[config.mk]
export PLATFORM = sky130hd
export DESIGN_NAME = pgd_top
export DESIGN_NICKNAME = d
export VERILOG_FILES = /design/src/rtl/pgd_pkg.sv /design/src/rtl/pgd_top.sv
export VERILOG_INCLUDE_DIRS = /design/src /design/src/rtl
export SDC_FILE = /design/constraint.sdc
export NUM_CORES = 1
export LEC_CHECK = 0
export BUFFER_PORTS_ARGS = -buffer_cell sky130_fd_sc_hd__buf_4
export CORE_UTILIZATION = 45
export DETAILED_ROUTE_END_ITERATION = 7
export HOLD_SLACK_MARGIN = 0.03
export MAX_ROUTING_LAYER = met4
export SLEW_MARGIN = 30
export SYNTH_ARGS = -nofsm -noshare
export SYNTH_HDL_FRONTEND = slang
export SYNTH_SLANG_ARGS = --single-unit
export TNS_END_PERCENT = 5
[constraint.sdc]
create_clock -name mclk -period 5.9 [get_ports mclk]
set_clock_uncertainty 0.05 [all_clocks]
set_input_delay 0.295 -clock mclk [delete_from_list [all_inputs] [get_ports mclk]]
set_output_delay 0.295 -clock mclk [all_outputs]
set_load 0.05 [all_outputs]
[src/rtl/pgd_regs.svh]
`ifndef PGD_REGS_SVH
`define PGD_REGS_SVH
`define PGD_CTRL_OFS 8'h60
`define PGD_STAT_OFS 8'h61
`define PGD_LEN_OFS 8'h62
`define PGD_TAP_OFS 8'h63
`define PGD_ERRINS_OFS 8'h64
`define PGD_PAT0_OFS 8'h68
`define PGD_PAT1_OFS 8'h69
`define PGD_PAT2_OFS 8'h6a
`define PGD_PAT3_OFS 8'h6b
`define PGD_RES0_OFS 8'h6c
`define PGD_RES1_OFS 8'h6d
`define PGD_RES2_OFS 8'h6e
`define PGD_RES3_OFS 8'h6f
`define PGD_CTRL_RST 8'h02
`define PGD_PAT_RST 32'h0000_0000
`define PGD_CTRL_FN_HI 7
`define PGD_CTRL_FN_LO 6
`define PGD_CTRL_PTYPE 4
`define PGD_CTRL_TINV 3
`define PGD_CTRL_RINV 2
`define PGD_CTRL_AUTO 1
`define PGD_CTRL_MAN 0
`define PGD_ERRINS_EVENT 3
`define PGD_STAT_SYNC 4
`define PGD_STAT_SYNCI 3
`define PGD_STAT_BEI 2
`define PGD_STAT_XFERI 1
`define PGD_STAT_OVR 0
`define PGD_SYNC_GOOD_BITS 6'd48
`define PGD_WIN_BITS 6'd48
`define PGD_LOSS_ERRS 4'd10
`define PGD_RATE_MIN 3'h2
`define PGD_RATE_P2 24'd100
`define PGD_RATE_P3 24'd1000
`define PGD_RATE_P4 24'd10000
`define PGD_RATE_P5 24'd100000
`define PGD_RATE_P6 24'd1000000
`define PGD_RATE_P7 24'd10000000
`endif

[src/rtl/pgd_pkg.sv]
package pgd_pkg;
    typedef enum logic [1:0] {PGD_FN_PAT0, PGD_FN_PAT1, PGD_FN_ERR, PGD_FN_BIT} pgd_func_t;
    typedef enum logic {PGD_HUNT, PGD_LOCK} pgd_sync_t;
endpackage : pgd_pkg

[src/rtl/pgd_top.sv]
`timescale 1ns/10ps
`include "pgd_regs.svh"
module pgd_top (
    // Clock, reset and freeze.
    input wire logic mclk,
    input wire logic rst_n,
    input wire logic ce,
    // Register port.
    input wire logic [7:0] reg_addr,
    input wire logic reg_wr,
    input wire logic reg_rd,
    input wire logic [7:0] reg_wdata,
    output logic [7:0] reg_rdata,
    // Global events.
    input wire logic perf_monitor_wr,
    input wire logic one_sec_tick,
    // Bit streams.
    input wire logic bit_strobe,
    output logic tx_bit,
    input wire logic rx_bit,
    output logic pattern_in_sync
);
    import pgd_pkg::*;

    pgd_func_t fn_sel_r;
    pgd_sync_t sync_st_r;
    logic ps_r, tinv_r, rinv_r, auto_r, man_r, evt_r;
    logic [4:0] len_field_r, tap_field_r;
    logic [2:0] rate_code_r;
    logic [31:0] pat_r, gen_r, rx_sh_r, err_cnt_r, bit_cnt_r, result_r;
    logic act_ps_r, single_pend_r, hunt_en_r, in_sync_r;
    logic [5:0] act_len_r, act_tap_r, good_cnt_r, win_cnt_r;
    logic [3:0] win_err_r;
    logic [23:0] rate_cnt_r;
    logic synci_r, bei_r, xferi_r, ovr_r, tx_bit_r;
    logic [7:0] rdata_r;
    localparam logic [7:0] ctrl_rst_val = `PGD_CTRL_RST;

    function automatic logic hit(input logic [7:0] a);
        return reg_wr && reg_addr == a;
    endfunction : hit

    // Bit of a history register at one-based position p.
    function automatic logic pick(input logic [31:0] v, input logic [5:0] p);
        return v[5'(p - 6'd1)];
    endfunction : pick

    function automatic logic [23:0] rate_period(input logic [2:0] c);
        unique case (c)
            3'h2: return `PGD_RATE_P2;
            3'h3: return `PGD_RATE_P3;
            3'h4: return `PGD_RATE_P4;
            3'h5: return `PGD_RATE_P5;
            3'h6: return `PGD_RATE_P6;
            3'h7: return `PGD_RATE_P7;
            default: return 24'h0;
        endcase
    endfunction : rate_period

    logic step, gen_out, gen_fb, rate_hit, rx_in, rx_exp, rx_err;
    logic res_wr, refresh, man_rise, evt_rise, lose, gain;
    assign step = ce && bit_strobe;
    assign gen_out = pick(gen_r, act_len_r);
    assign gen_fb = act_ps_r ? gen_out : gen_out ^ pick(gen_r, act_tap_r);
    assign rate_hit = rate_code_r >= `PGD_RATE_MIN
        && rate_cnt_r == rate_period(rate_code_r) - 24'd1;
    assign rx_in = rx_bit ^ rinv_r;
    assign rx_exp = act_ps_r ? pick(rx_sh_r, act_len_r)
        : pick(rx_sh_r, act_len_r) ^ pick(rx_sh_r, act_tap_r);
    assign rx_err = rx_in != rx_exp;
    assign res_wr = reg_wr && reg_addr >= `PGD_RES0_OFS && reg_addr <= `PGD_RES3_OFS;
    assign refresh = one_sec_tick || perf_monitor_wr || res_wr;
    assign man_rise = hit(`PGD_CTRL_OFS) && reg_wdata[`PGD_CTRL_MAN] && !man_r;
    assign evt_rise = hit(`PGD_ERRINS_OFS) && reg_wdata[`PGD_ERRINS_EVENT] && !evt_r;
    assign lose = sync_st_r == PGD_LOCK && win_err_r + 4'(rx_err) >= `PGD_LOSS_ERRS;
    assign gain = sync_st_r == PGD_HUNT && hunt_en_r && !rx_err
        && good_cnt_r + 6'd1 == `PGD_SYNC_GOOD_BITS;

    // Software control registers.
    always_ff @(posedge mclk or negedge rst_n) begin
        if (!rst_n) begin
            fn_sel_r <= pgd_func_t'(ctrl_rst_val[`PGD_CTRL_FN_HI:`PGD_CTRL_FN_LO]);
            {ps_r, tinv_r, rinv_r, auto_r, man_r} <= ctrl_rst_val[`PGD_CTRL_PTYPE:`PGD_CTRL_MAN];
            len_field_r <= 5'h0;
            tap_field_r <= 5'h0;
            evt_r <= 1'b0;
            rate_code_r <= 3'h0;
            pat_r <= `PGD_PAT_RST;
        end else if (ce) begin
            if (hit(`PGD_CTRL_OFS)) begin
                fn_sel_r <= pgd_func_t'(reg_wdata[`PGD_CTRL_FN_HI:`PGD_CTRL_FN_LO]);
                {ps_r, tinv_r, rinv_r, auto_r, man_r} <= reg_wdata[`PGD_CTRL_PTYPE:`PGD_CTRL_MAN];
            end
            if (hit(`PGD_LEN_OFS)) begin
                len_field_r <= reg_wdata[4:0];
            end
            if (hit(`PGD_TAP_OFS)) begin
                tap_field_r <= reg_wdata[4:0];
            end
            if (hit(`PGD_ERRINS_OFS)) begin
                evt_r <= reg_wdata[`PGD_ERRINS_EVENT];
                rate_code_r <= reg_wdata[2:0];
            end
            for (int i = 0; i < 4; i++) begin
                if (hit(`PGD_PAT0_OFS + 8'(i))) begin
                    pat_r[8*i +: 8] <= reg_wdata;
                end
            end
        end
    end

    // Generator: the top pattern byte write loads the live configuration and seed.
    always_ff @(posedge mclk or negedge rst_n) begin
        if (!rst_n) begin
            act_ps_r <= 1'b0;
            act_len_r <= 6'd1;
            act_tap_r <= 6'd1;
            gen_r <= `PGD_PAT_RST;
        end else if (ce) begin
            if (hit(`PGD_PAT3_OFS)) begin
                act_ps_r <= ps_r;
                act_len_r <= {1'b0, len_field_r} + 6'd1;
                act_tap_r <= {1'b0, tap_field_r} + 6'd1;
                gen_r <= {reg_wdata, pat_r[23:0]};
            end else if (bit_strobe) begin
                gen_r <= {gen_r[30:0], gen_fb};
            end
        end
    end

    // Error insertion and transmit bit.
    always_ff @(posedge mclk or negedge rst_n) begin
        if (!rst_n) begin
            single_pend_r <= 1'b0;
            rate_cnt_r <= 24'h0;
            tx_bit_r <= 1'b0;
        end else if (ce) begin
            single_pend_r <= evt_rise || single_pend_r && !bit_strobe;
            rate_cnt_r <= rate_code_r < `PGD_RATE_MIN || rate_hit && bit_strobe ? 24'h0
                : rate_cnt_r + 24'(bit_strobe);
            if (bit_strobe) begin
                tx_bit_r <= gen_out ^ tinv_r ^ (single_pend_r || rate_hit);
            end
        end
    end

    // Receive history and sync search.
    always_ff @(posedge mclk or negedge rst_n) begin
        if (!rst_n) begin
            rx_sh_r <= 32'h0;
            sync_st_r <= PGD_HUNT;
            in_sync_r <= 1'b0;
            hunt_en_r <= 1'b1;
            good_cnt_r <= 6'h0;
            win_cnt_r <= 6'h0;
            win_err_r <= 4'h0;
        end else if (ce) begin
            if (bit_strobe) begin
                rx_sh_r <= {rx_sh_r[30:0], rx_in};
            end
            if (man_rise) begin
                sync_st_r <= PGD_HUNT;
                in_sync_r <= 1'b0;
                hunt_en_r <= 1'b1;
                good_cnt_r <= 6'h0;
            end else if (bit_strobe) begin
                unique case (sync_st_r)
                    PGD_HUNT: begin
                        good_cnt_r <= rx_err || !hunt_en_r ? 6'h0 : good_cnt_r + 6'd1;
                        if (gain) begin
                            sync_st_r <= PGD_LOCK;
                            in_sync_r <= 1'b1;
                            win_cnt_r <= 6'h0;
                            win_err_r <= 4'h0;
                        end
                    end
                    PGD_LOCK: begin
                        if (lose) begin
                            sync_st_r <= PGD_HUNT;
                            in_sync_r <= 1'b0;
                            hunt_en_r <= auto_r;
                            good_cnt_r <= 6'h0;
                        end else if (win_cnt_r == `PGD_WIN_BITS - 6'd1) begin
                            win_cnt_r <= 6'h0;
                            win_err_r <= 4'h0;
                        end else begin
                            win_cnt_r <= win_cnt_r + 6'd1;
                            win_err_r <= win_err_r + 4'(rx_err);
                        end
                    end
                endcase
            end
        end
    end

    // Counters restart from the current bit whenever the result is refreshed.
    logic err_inc, bit_inc;
    assign err_inc = step && rx_err && sync_st_r == PGD_LOCK;
    assign bit_inc = step;
    always_ff @(posedge mclk or negedge rst_n) begin
        if (!rst_n) begin
            err_cnt_r <= 32'h0;
            bit_cnt_r <= 32'h0;
            result_r <= 32'h0;
        end else if (ce) begin
            if (refresh) begin
                err_cnt_r <= 32'(err_inc);
                bit_cnt_r <= 32'(bit_inc);
                unique case (fn_sel_r)
                    PGD_FN_PAT0, PGD_FN_PAT1: result_r <= rx_sh_r;
                    PGD_FN_ERR: result_r <= err_cnt_r;
                    PGD_FN_BIT: result_r <= bit_cnt_r;
                endcase
            end else begin
                err_cnt_r <= err_cnt_r + 32'(err_inc);
                bit_cnt_r <= bit_cnt_r + 32'(bit_inc);
            end
        end
    end

    // Sticky status, cleared by reading; a new event in the read cycle wins, except for the overrun bit.
    logic stat_rd;
    assign stat_rd = reg_rd && reg_addr == `PGD_STAT_OFS;
    always_ff @(posedge mclk or negedge rst_n) begin
        if (!rst_n) begin
            {synci_r, bei_r, xferi_r, ovr_r} <= 4'h0;
        end else if (ce) begin
            synci_r <= step && !man_rise && (gain || lose) || man_rise && in_sync_r
                || synci_r && !stat_rd;
            bei_r <= err_inc || bei_r && !stat_rd;
            xferi_r <= refresh || xferi_r && !stat_rd;
            ovr_r <= refresh && xferi_r && !stat_rd || ovr_r && !stat_rd;
        end
    end

    // Read port; result bytes ignore writes apart from the refresh.
    always_ff @(posedge mclk or negedge rst_n) begin
        if (!rst_n) begin
            rdata_r <= 8'h0;
        end else if (ce && reg_rd) begin
            unique case (reg_addr)
                `PGD_CTRL_OFS: rdata_r <= {fn_sel_r, 1'b0, ps_r, tinv_r, rinv_r, auto_r, man_r};
                `PGD_STAT_OFS: rdata_r <= {3'h0, in_sync_r, synci_r, bei_r, xferi_r, ovr_r};
                `PGD_LEN_OFS: rdata_r <= {3'h0, len_field_r};
                `PGD_TAP_OFS: rdata_r <= {3'h0, tap_field_r};
                `PGD_ERRINS_OFS: rdata_r <= {4'h0, evt_r, rate_code_r};
                `PGD_PAT0_OFS, `PGD_PAT1_OFS, `PGD_PAT2_OFS, `PGD_PAT3_OFS:
                    rdata_r <= pat_r[{reg_addr[1:0], 3'h0} +: 8];
                `PGD_RES0_OFS, `PGD_RES1_OFS, `PGD_RES2_OFS, `PGD_RES3_OFS:
                    rdata_r <= result_r[{reg_addr[1:0], 3'h0} +: 8];
                default: rdata_r <= 8'h0;
            endcase
        end
    end

    assign reg_rdata = rdata_r;
    assign tx_bit = tx_bit_r;
    assign pattern_in_sync = in_sync_r;
endmodule : pgd_top

==> flow_metrics.tcl, run 1 <==
set metrics [dict create \
    grt_pass1_vias 11424 \
    dp_cells 1937 \
    period_needed_ns 5.20 \
    power_density_nw_per_um2 267 \
    antenna_found_initial 0 \
    final_area_um2 17300 \
    worstReg2RegStart "act_len_r[0]" \
    fmax_mhz 192 \
    clk_pin_slew_worst_paths_ns 0.06 \
    stdcell_count 2000 \
    drv_cap 0 \
    post_drt_wl_per_cell_um 20.0 \
    clockRootBuffer "clkbuf_16" \
    nNetsFinal 1573 \
    drtIter0Drc 839 \
    syn_area_um2 15500 \
    syn_avg_cell_area_um2 10.2 \
    finalMaxSlewViolations 0 \
    cts_tree "yes" \
    place_area_um2 16200 \
    synth-seq-cells 281 \
    ctsHoldBuffers 2 \
    syn-num-nets 1574 \
    io_pins 35 \
    io_buffer_count 34 \
    grt_max_degree 141 \
    cts_resized 0 \
    grt_use_total_pct 24.0 \
    chipHeight_um 188 \
    start_util_pct 46.0 \
    die_w_um 188 \
    ys_types 76 \
    drive_above_1_share_pct 15.6 \
    die_area_um2 35300 \
    crit_type "register to register" \
    end_kind "register" \
    crit_fanout 9 \
    grt_pass1_wl_um 65100 \
    post-cts-setup-buffer-count 0 \
    required_ns 6.25 \
    numCtsBuffers 34 \
    htreeDepth 2 \
    viasPerCell 5.81 \
    ff2ff_setup_slack_ns 0.70 \
    setup_violations 0 \
    synth_ff_type "dfrtp_1" \
    outcome "completed" \
    area_growth_pct 11.5 \
    ir_drop_uv 204 \
    yosysWarnings 0 \
    final_util_pct 51.3 \
    period_share_pct 88.1 \
    fin_ws_ns 0.702 \
    pre_cts_slack_ns 0.720 \
    fin_setup_tns_ns 0 \
    reg2reg_to "win_cnt_r[4]" \
    yosysSeqAreaShare_pct 45.3 \
    grt-ovfl-total 0 \
    core_area_um2 33800 \
    finalHoldViolCount 0 \
    cts_max_path_buffers 3 \
    antenna_left 0 \
    worst_pin_slew_ns 0.904 \
    worstHoldEndpoint "pat_r[29]" \
    hold_path.startpoint "reg_wdata[5]" \
    worstPathArrival_ns 5.55 \
    vias 11619 \
    num_rows 67 \
    clk_latency_ns 0.52 \
    hold_path_class "primary input to register" \
    wirelength_um 39900 \
    power.leakage_nw 7.45 \
    numClockSinks 281 \
    r2r_cells 16 \
    async_reset_ff_share_pct 100 \
    antenna_cells 0 \
    synth-edff-count 0 \
    first_pass_iters 5 \
    synthCells 1528 \
    min_path_cells 2 \
    drc_errors 0 \
    rsz0062_at_grt "no" \
    place_congestion 0.893 \
    slew_headroom_pct 39.3 \
    detailed_place_hpwl_um 27300 \
    critPathLaunchType "register" \
]
## routing by layer
| metal | wire length [um] | share of wire [%] | track usage, % | vias up |
|---|---|---|---|---|
| met3 | 1750 | 4.4 | 2.99 | 62 |
| met4 | 1070 | 2.7 | 7.16 | 0 |
| met1 | 18800 | 47 | 33.8 | 5842 |
| li1 | - | - | - | 5449 |
| met5 | 0 | 0 | - | - |
| met2 | 18300 | 46 | 36.4 | 266 |
## worst max-delay path, cell delays in order (launching register included)
cell,delay (ns)
dfstp_2,0.53
inv_1,0.04
ha_1,0.53
mux4_2,0.55
a2111oi_0,0.55
or4bb_4,0.28
xor2_4,0.24
xor2_4,0.32
ha_1,0.28
ha_1,0.22
o21ai_0,0.09
or2_2,0.27
a21oi_1,0.28
nand2_1,0.11
and2_1,0.27
a22o_1,0.24
a22o_1,0.22
## layout by cell type (no fill, tap or decap), drive strengths merged, types with 21 or more instances in the layout
master	synthesis	final
a21oi	23	23
nor2	90	90
xor2	66	66
o21ai	146	146
and3	23	23
xnor2	28	28
nand4	23	23
nand3	61	61
inv	24	24
mux4	54	54
ha	21	21
mux2i	81	81
nor3	22	22
clkbuf	66	53
mux2	57	57
dfrtp	277	277
buf	24	53
nand2	278	278
## how the worst max path moves through the flow
stage	from	end	depth (start not counted)
floorplan	act_len_r[0]	win_cnt_r[4]	22
global placement	act_tap_r[0]	win_cnt_r[4]	16
detailed placement	act_len_r[0]	win_cnt_r[4]	16
CTS	act_len_r[0]	win_cnt_r[4]	16
global route	act_tap_r[0]	good_cnt_r[3]	17
finish	act_len_r[0]	win_cnt_r[4]	16
## state kept, by name, summed over array words and instances, names as in the netlist, 6 cells and up
name and cells:
bit_cnt_r 32, err_cnt_r 32, gen_r 32, pat_r 32, result_r 32, rx_sh_r 32, rate_cnt_r 24, reg_rdata 8
good_cnt_r 6, win_cnt_r 6
## cells by family after synthesis
| group | after synthesis | synth area share, % |
|---|---|---|
| AND/OR/NAND/NOR | 572 | 17.0 |
| XOR/XNOR | 94 | 5.54 |
| adder cells (fa/ha/maj) | 21 | 1.69 |
| multiplexers | 192 | 17.5 |
| AO/OA/AOI/OAI | 252 | 9.89 |
| flip-flops | 281 | 45.3 |
| buffers and inverters | 116 | 3.13 |
## through the flow
stage	hold slack, ns	power, mW
global placement	0.298	2.56
finish	0.0445	4.63
global route	0.0303	4.82
floorplan	-0.0506	2.39
CTS	0.0309	4.68
detailed placement	0.300	2.57
## report_power, final
group	internal (mW)	total, mW	switching (mW)
Combinational	0.169	0.412	0.243
Sequential	2.02	2.12	0.106
Clock	1.26	2.10	0.834
## cell type report
| class | instances | area (um2) |
|---|---|---|
| Fill cell | 3027 | 16400 |
| Inverter | 24 | 90.1 |
| Multi-Input combinational cell | 1131 | 8070 |
| Tap cell | 448 | 561 |
| Clock buffer | 53 | 1040 |
| Clock inverter | 8 | 87.6 |
| Sequential cell | 281 | 7040 |
| Timing Repair Buffer | 55 | 438 |
## cell usage after synthesis, drive strengths merged (5+ instances only)
master,instances,area share [%]
a211oi,5,0.24
a21o,6,0.29
a21oi,23,0.74
a22o,14,0.79
a22oi,5,0.24
and2,7,0.28
and3,23,0.93
and4,6,0.34
buf,24,0.84
clkbuf,66,1.6
dfrtp,277,45
ha,21,1.7
inv,24,0.58
mux2,57,4.2
mux2i,81,5.3
mux4,54,8.0
nand2,278,6.7
nand2b,11,0.44
nand3,61,2.0
nand3b,6,0.29
nand4,23,0.93
nor2,90,2.2
nor2b,8,0.32
nor3,22,0.77
nor3b,5,0.24
nor4,5,0.24
o211ai,6,0.29
o21ai,146,4.8
o2bb2ai,7,0.39
o31ai,13,0.63
or3,11,0.44
xnor2,28,1.6
xor2,66,4.0
Power figures use the tool's default switching activity.
==> inputs of run 2 (changes only) <==
--- a/config.mk
+++ b/config.mk
@@ -11,6 +11,7 @@
 export DETAILED_ROUTE_END_ITERATION = 7
 export HOLD_SLACK_MARGIN = 0.03
 export MAX_ROUTING_LAYER = met4
+export PLACE_DENSITY = 0.63
 export SLEW_MARGIN = 30
 export SYNTH_ARGS = -nofsm -noshare
 export SYNTH_HDL_FRONTEND = slang
==> flow_metrics.tcl, run 2 (synthesized netlist as in run 1, its figures left out) <==
set metrics [dict create \
    numCtsBuffers 31 \
    detailed_place_hpwl_um 27000 \
    power_mw 4.62 \
    max_stage_delay_ns 0.89 \
    fmax_mhz 186 \
    htreeDepth 1 \
    post_drt_wl_per_cell_um 19.6 \
    num_rows 67 \
    grt-ovfl-total 0 \
    crit_family "compound AO/OA/AOI/OAI gates" \
    finalHoldViolCount 0 \
    io_buffer_count 34 \
    required_ns 6.30 \
    grt_use_total_pct 23.3 \
    hold_path_class "primary input to register" \
    cts_max_path_buffers 3 \
    outcome "completed" \
    crit_fanout 20 \
    ir_drop_uv 211 \
    grt_max_degree 115 \
    critPathLaunchType "register" \
    final_area_um2 17400 \
    io_pins 35 \
    cts_tree "yes" \
    place_area_um2 16200 \
    slew_headroom_pct 45.5 \
    die_w_um 188 \
    grt_pass1_vias 11164 \
    start_util_pct 46.0 \
    drtIter0Drc 925 \
    mostFrequentLayoutCells "275 x nand2_1, 275 x dfrtp_1, 139 x o21ai_0" \
    power.leakage_nw 7.48 \
    crit_type "register to register" \
    finalMaxSlewViolations 0 \
    grt_pass1_wl_um 63500 \
    worstPathBufferInverterCount 1 \
    viasPerCell 5.76 \
    drv_cap 0 \
    period_needed_ns 5.39 \
    rsz0062_at_grt "no" \
    numClockSinks 281 \
    drc_errors 0 \
    power_switching_mw 1.16 \
    chipHeight_um 188 \
    die_area_um2 35300 \
    wirelength_um 39300 \
    first_pass_iters 7 \
    crit_slowest_cell "dfstp_2" \
    crit_chain "inv_1 -> ha_1 -> mux4_4 -> and3_1 -> a211o_2 -> a21oi_1 -> nor3_2 -> xor2_4 -> ha_1 -> ha_1 -> o21ai_0 -> or2_2 -> a21oi_1 -> nand2_1 -> and2_1 -> a22o_1 -> a22o_1" \
    antenna_found_initial 0 \
    switching_share_pct 25.0 \
    clk_latency_ns 0.57 \
    drive_above_1_share_pct 15.9 \
    fin_setup_tns_ns 0 \
    worstPathArrival_ns 5.79 \
    nNetsFinal 1578 \
    clockRootBuffer "clkbuf_16" \
    power_frac_clock_pct 45.0 \
    ff2ff_setup_slack_ns 0.51 \
    end_kind "register" \
    clk_pin_slew_worst_paths_ns 0.06 \
    holdWs_ns 0.0569 \
    setup_violations 0 \
    power_frac_seq_pct 46.0 \
    worst_pin_slew_ns 0.816 \
    power_density_nw_per_um2 266 \
    core_area_um2 33800 \
    final_util_pct 51.5 \
    antenna_cells 0 \
    period_share_pct 91.3 \
    vias 11539 \
    area_growth_pct 11.9 \
    crit_top_cell "ha_1" \
    comb_power_share_pct 9.0 \
    antenna_left 0 \
    p_int_mw 3.47 \
    place_congestion 0.868 \
]
[run 2: cell types whose count changed in the layout (fill, tap and decap cells not counted), moves of 2 or more]
| cell | before | now |
|---|---|---|
| dlygate4sd3_1 | 2 | 7 |
| clkbuf_1 | 8 | 3 |
| bufinv_16 | 1 | 5 |
| clkbuf_8 | 10 | 8 |
| buf_6 | 0 | 2 |
| clkinv_8 | 2 | 0 |
| clkbuf_16 | 35 | 31 |
| clkinv_2 | 5 | 10 |
[run 2: path summary, 6_finish.rpt]
kind | depth (start not counted) | startpoint | endpoint
hold / removal | 2 | reg_wdata[2] | len_field_r[2]
min in group asynchronous | 2 | rst_n | rate_cnt_r[3]
setup / recovery | 17 | act_tap_r[0] | win_cnt_r[4]
max in group asynchronous | 4 | rst_n | gen_r[6]
setup reg to reg | 17 | act_tap_r[0] | win_cnt_r[4]
hold reg to reg | 2 | result_r[10] | result_r[10]
[run 2: area by class of cell]
class,instances,area (um2)
sequential,281,7040
clock buffer,42,897
tap,448,561
multi-input combinational,1131,8070
inverter,24,90.1
timing repair buffer,63,526
clock inverter,15,200
fill,2983,16400
[run 2: through the flow]
step / setup WS [ns] / std cells
after floorplan: 0.856 / 1528
after CTS: 0.269 / 2003
final: 0.512 / 2004
after global placement: 0.453 / 1939
after detailed placement: 0.276 / 1939
after global routing: 0.145 / 2004
[run 2: per-layer routing]
layer / track usage (%) / wire length, um / vias up / part of all wire, %
li1: - / - / 5449 / -
met1: 32.4 / 18100 / 5708 / 46
met3: 3.44 / 2200 / 79 / 5.6
met4: 6.85 / 1130 / 0 / 2.9
met5: - / 0 / - / 0
met2: 35.4 / 17800 / 303 / 45
[run 2: timing repair]
item	CTS	global route
buffers inserted	0	0
resized for setup	0	1
endpoints found under the hold margin	128	0
hold buffers	7	0
endpoints found under the setup margin	0	6
[run 2: power by group through the flow]
stage | sequential (mW) | clock, mW | combinational [mW]
finish | 2.12 | 2.08 | 0.417
global route | 2.13 | 2.20 | 0.464
CTS | 2.12 | 2.12 | 0.417
detailed placement | 2.15 | 0 | 0.411
global placement | 2.15 | 0 | 0.401
floorplan | 2.11 | 0 | 0.283
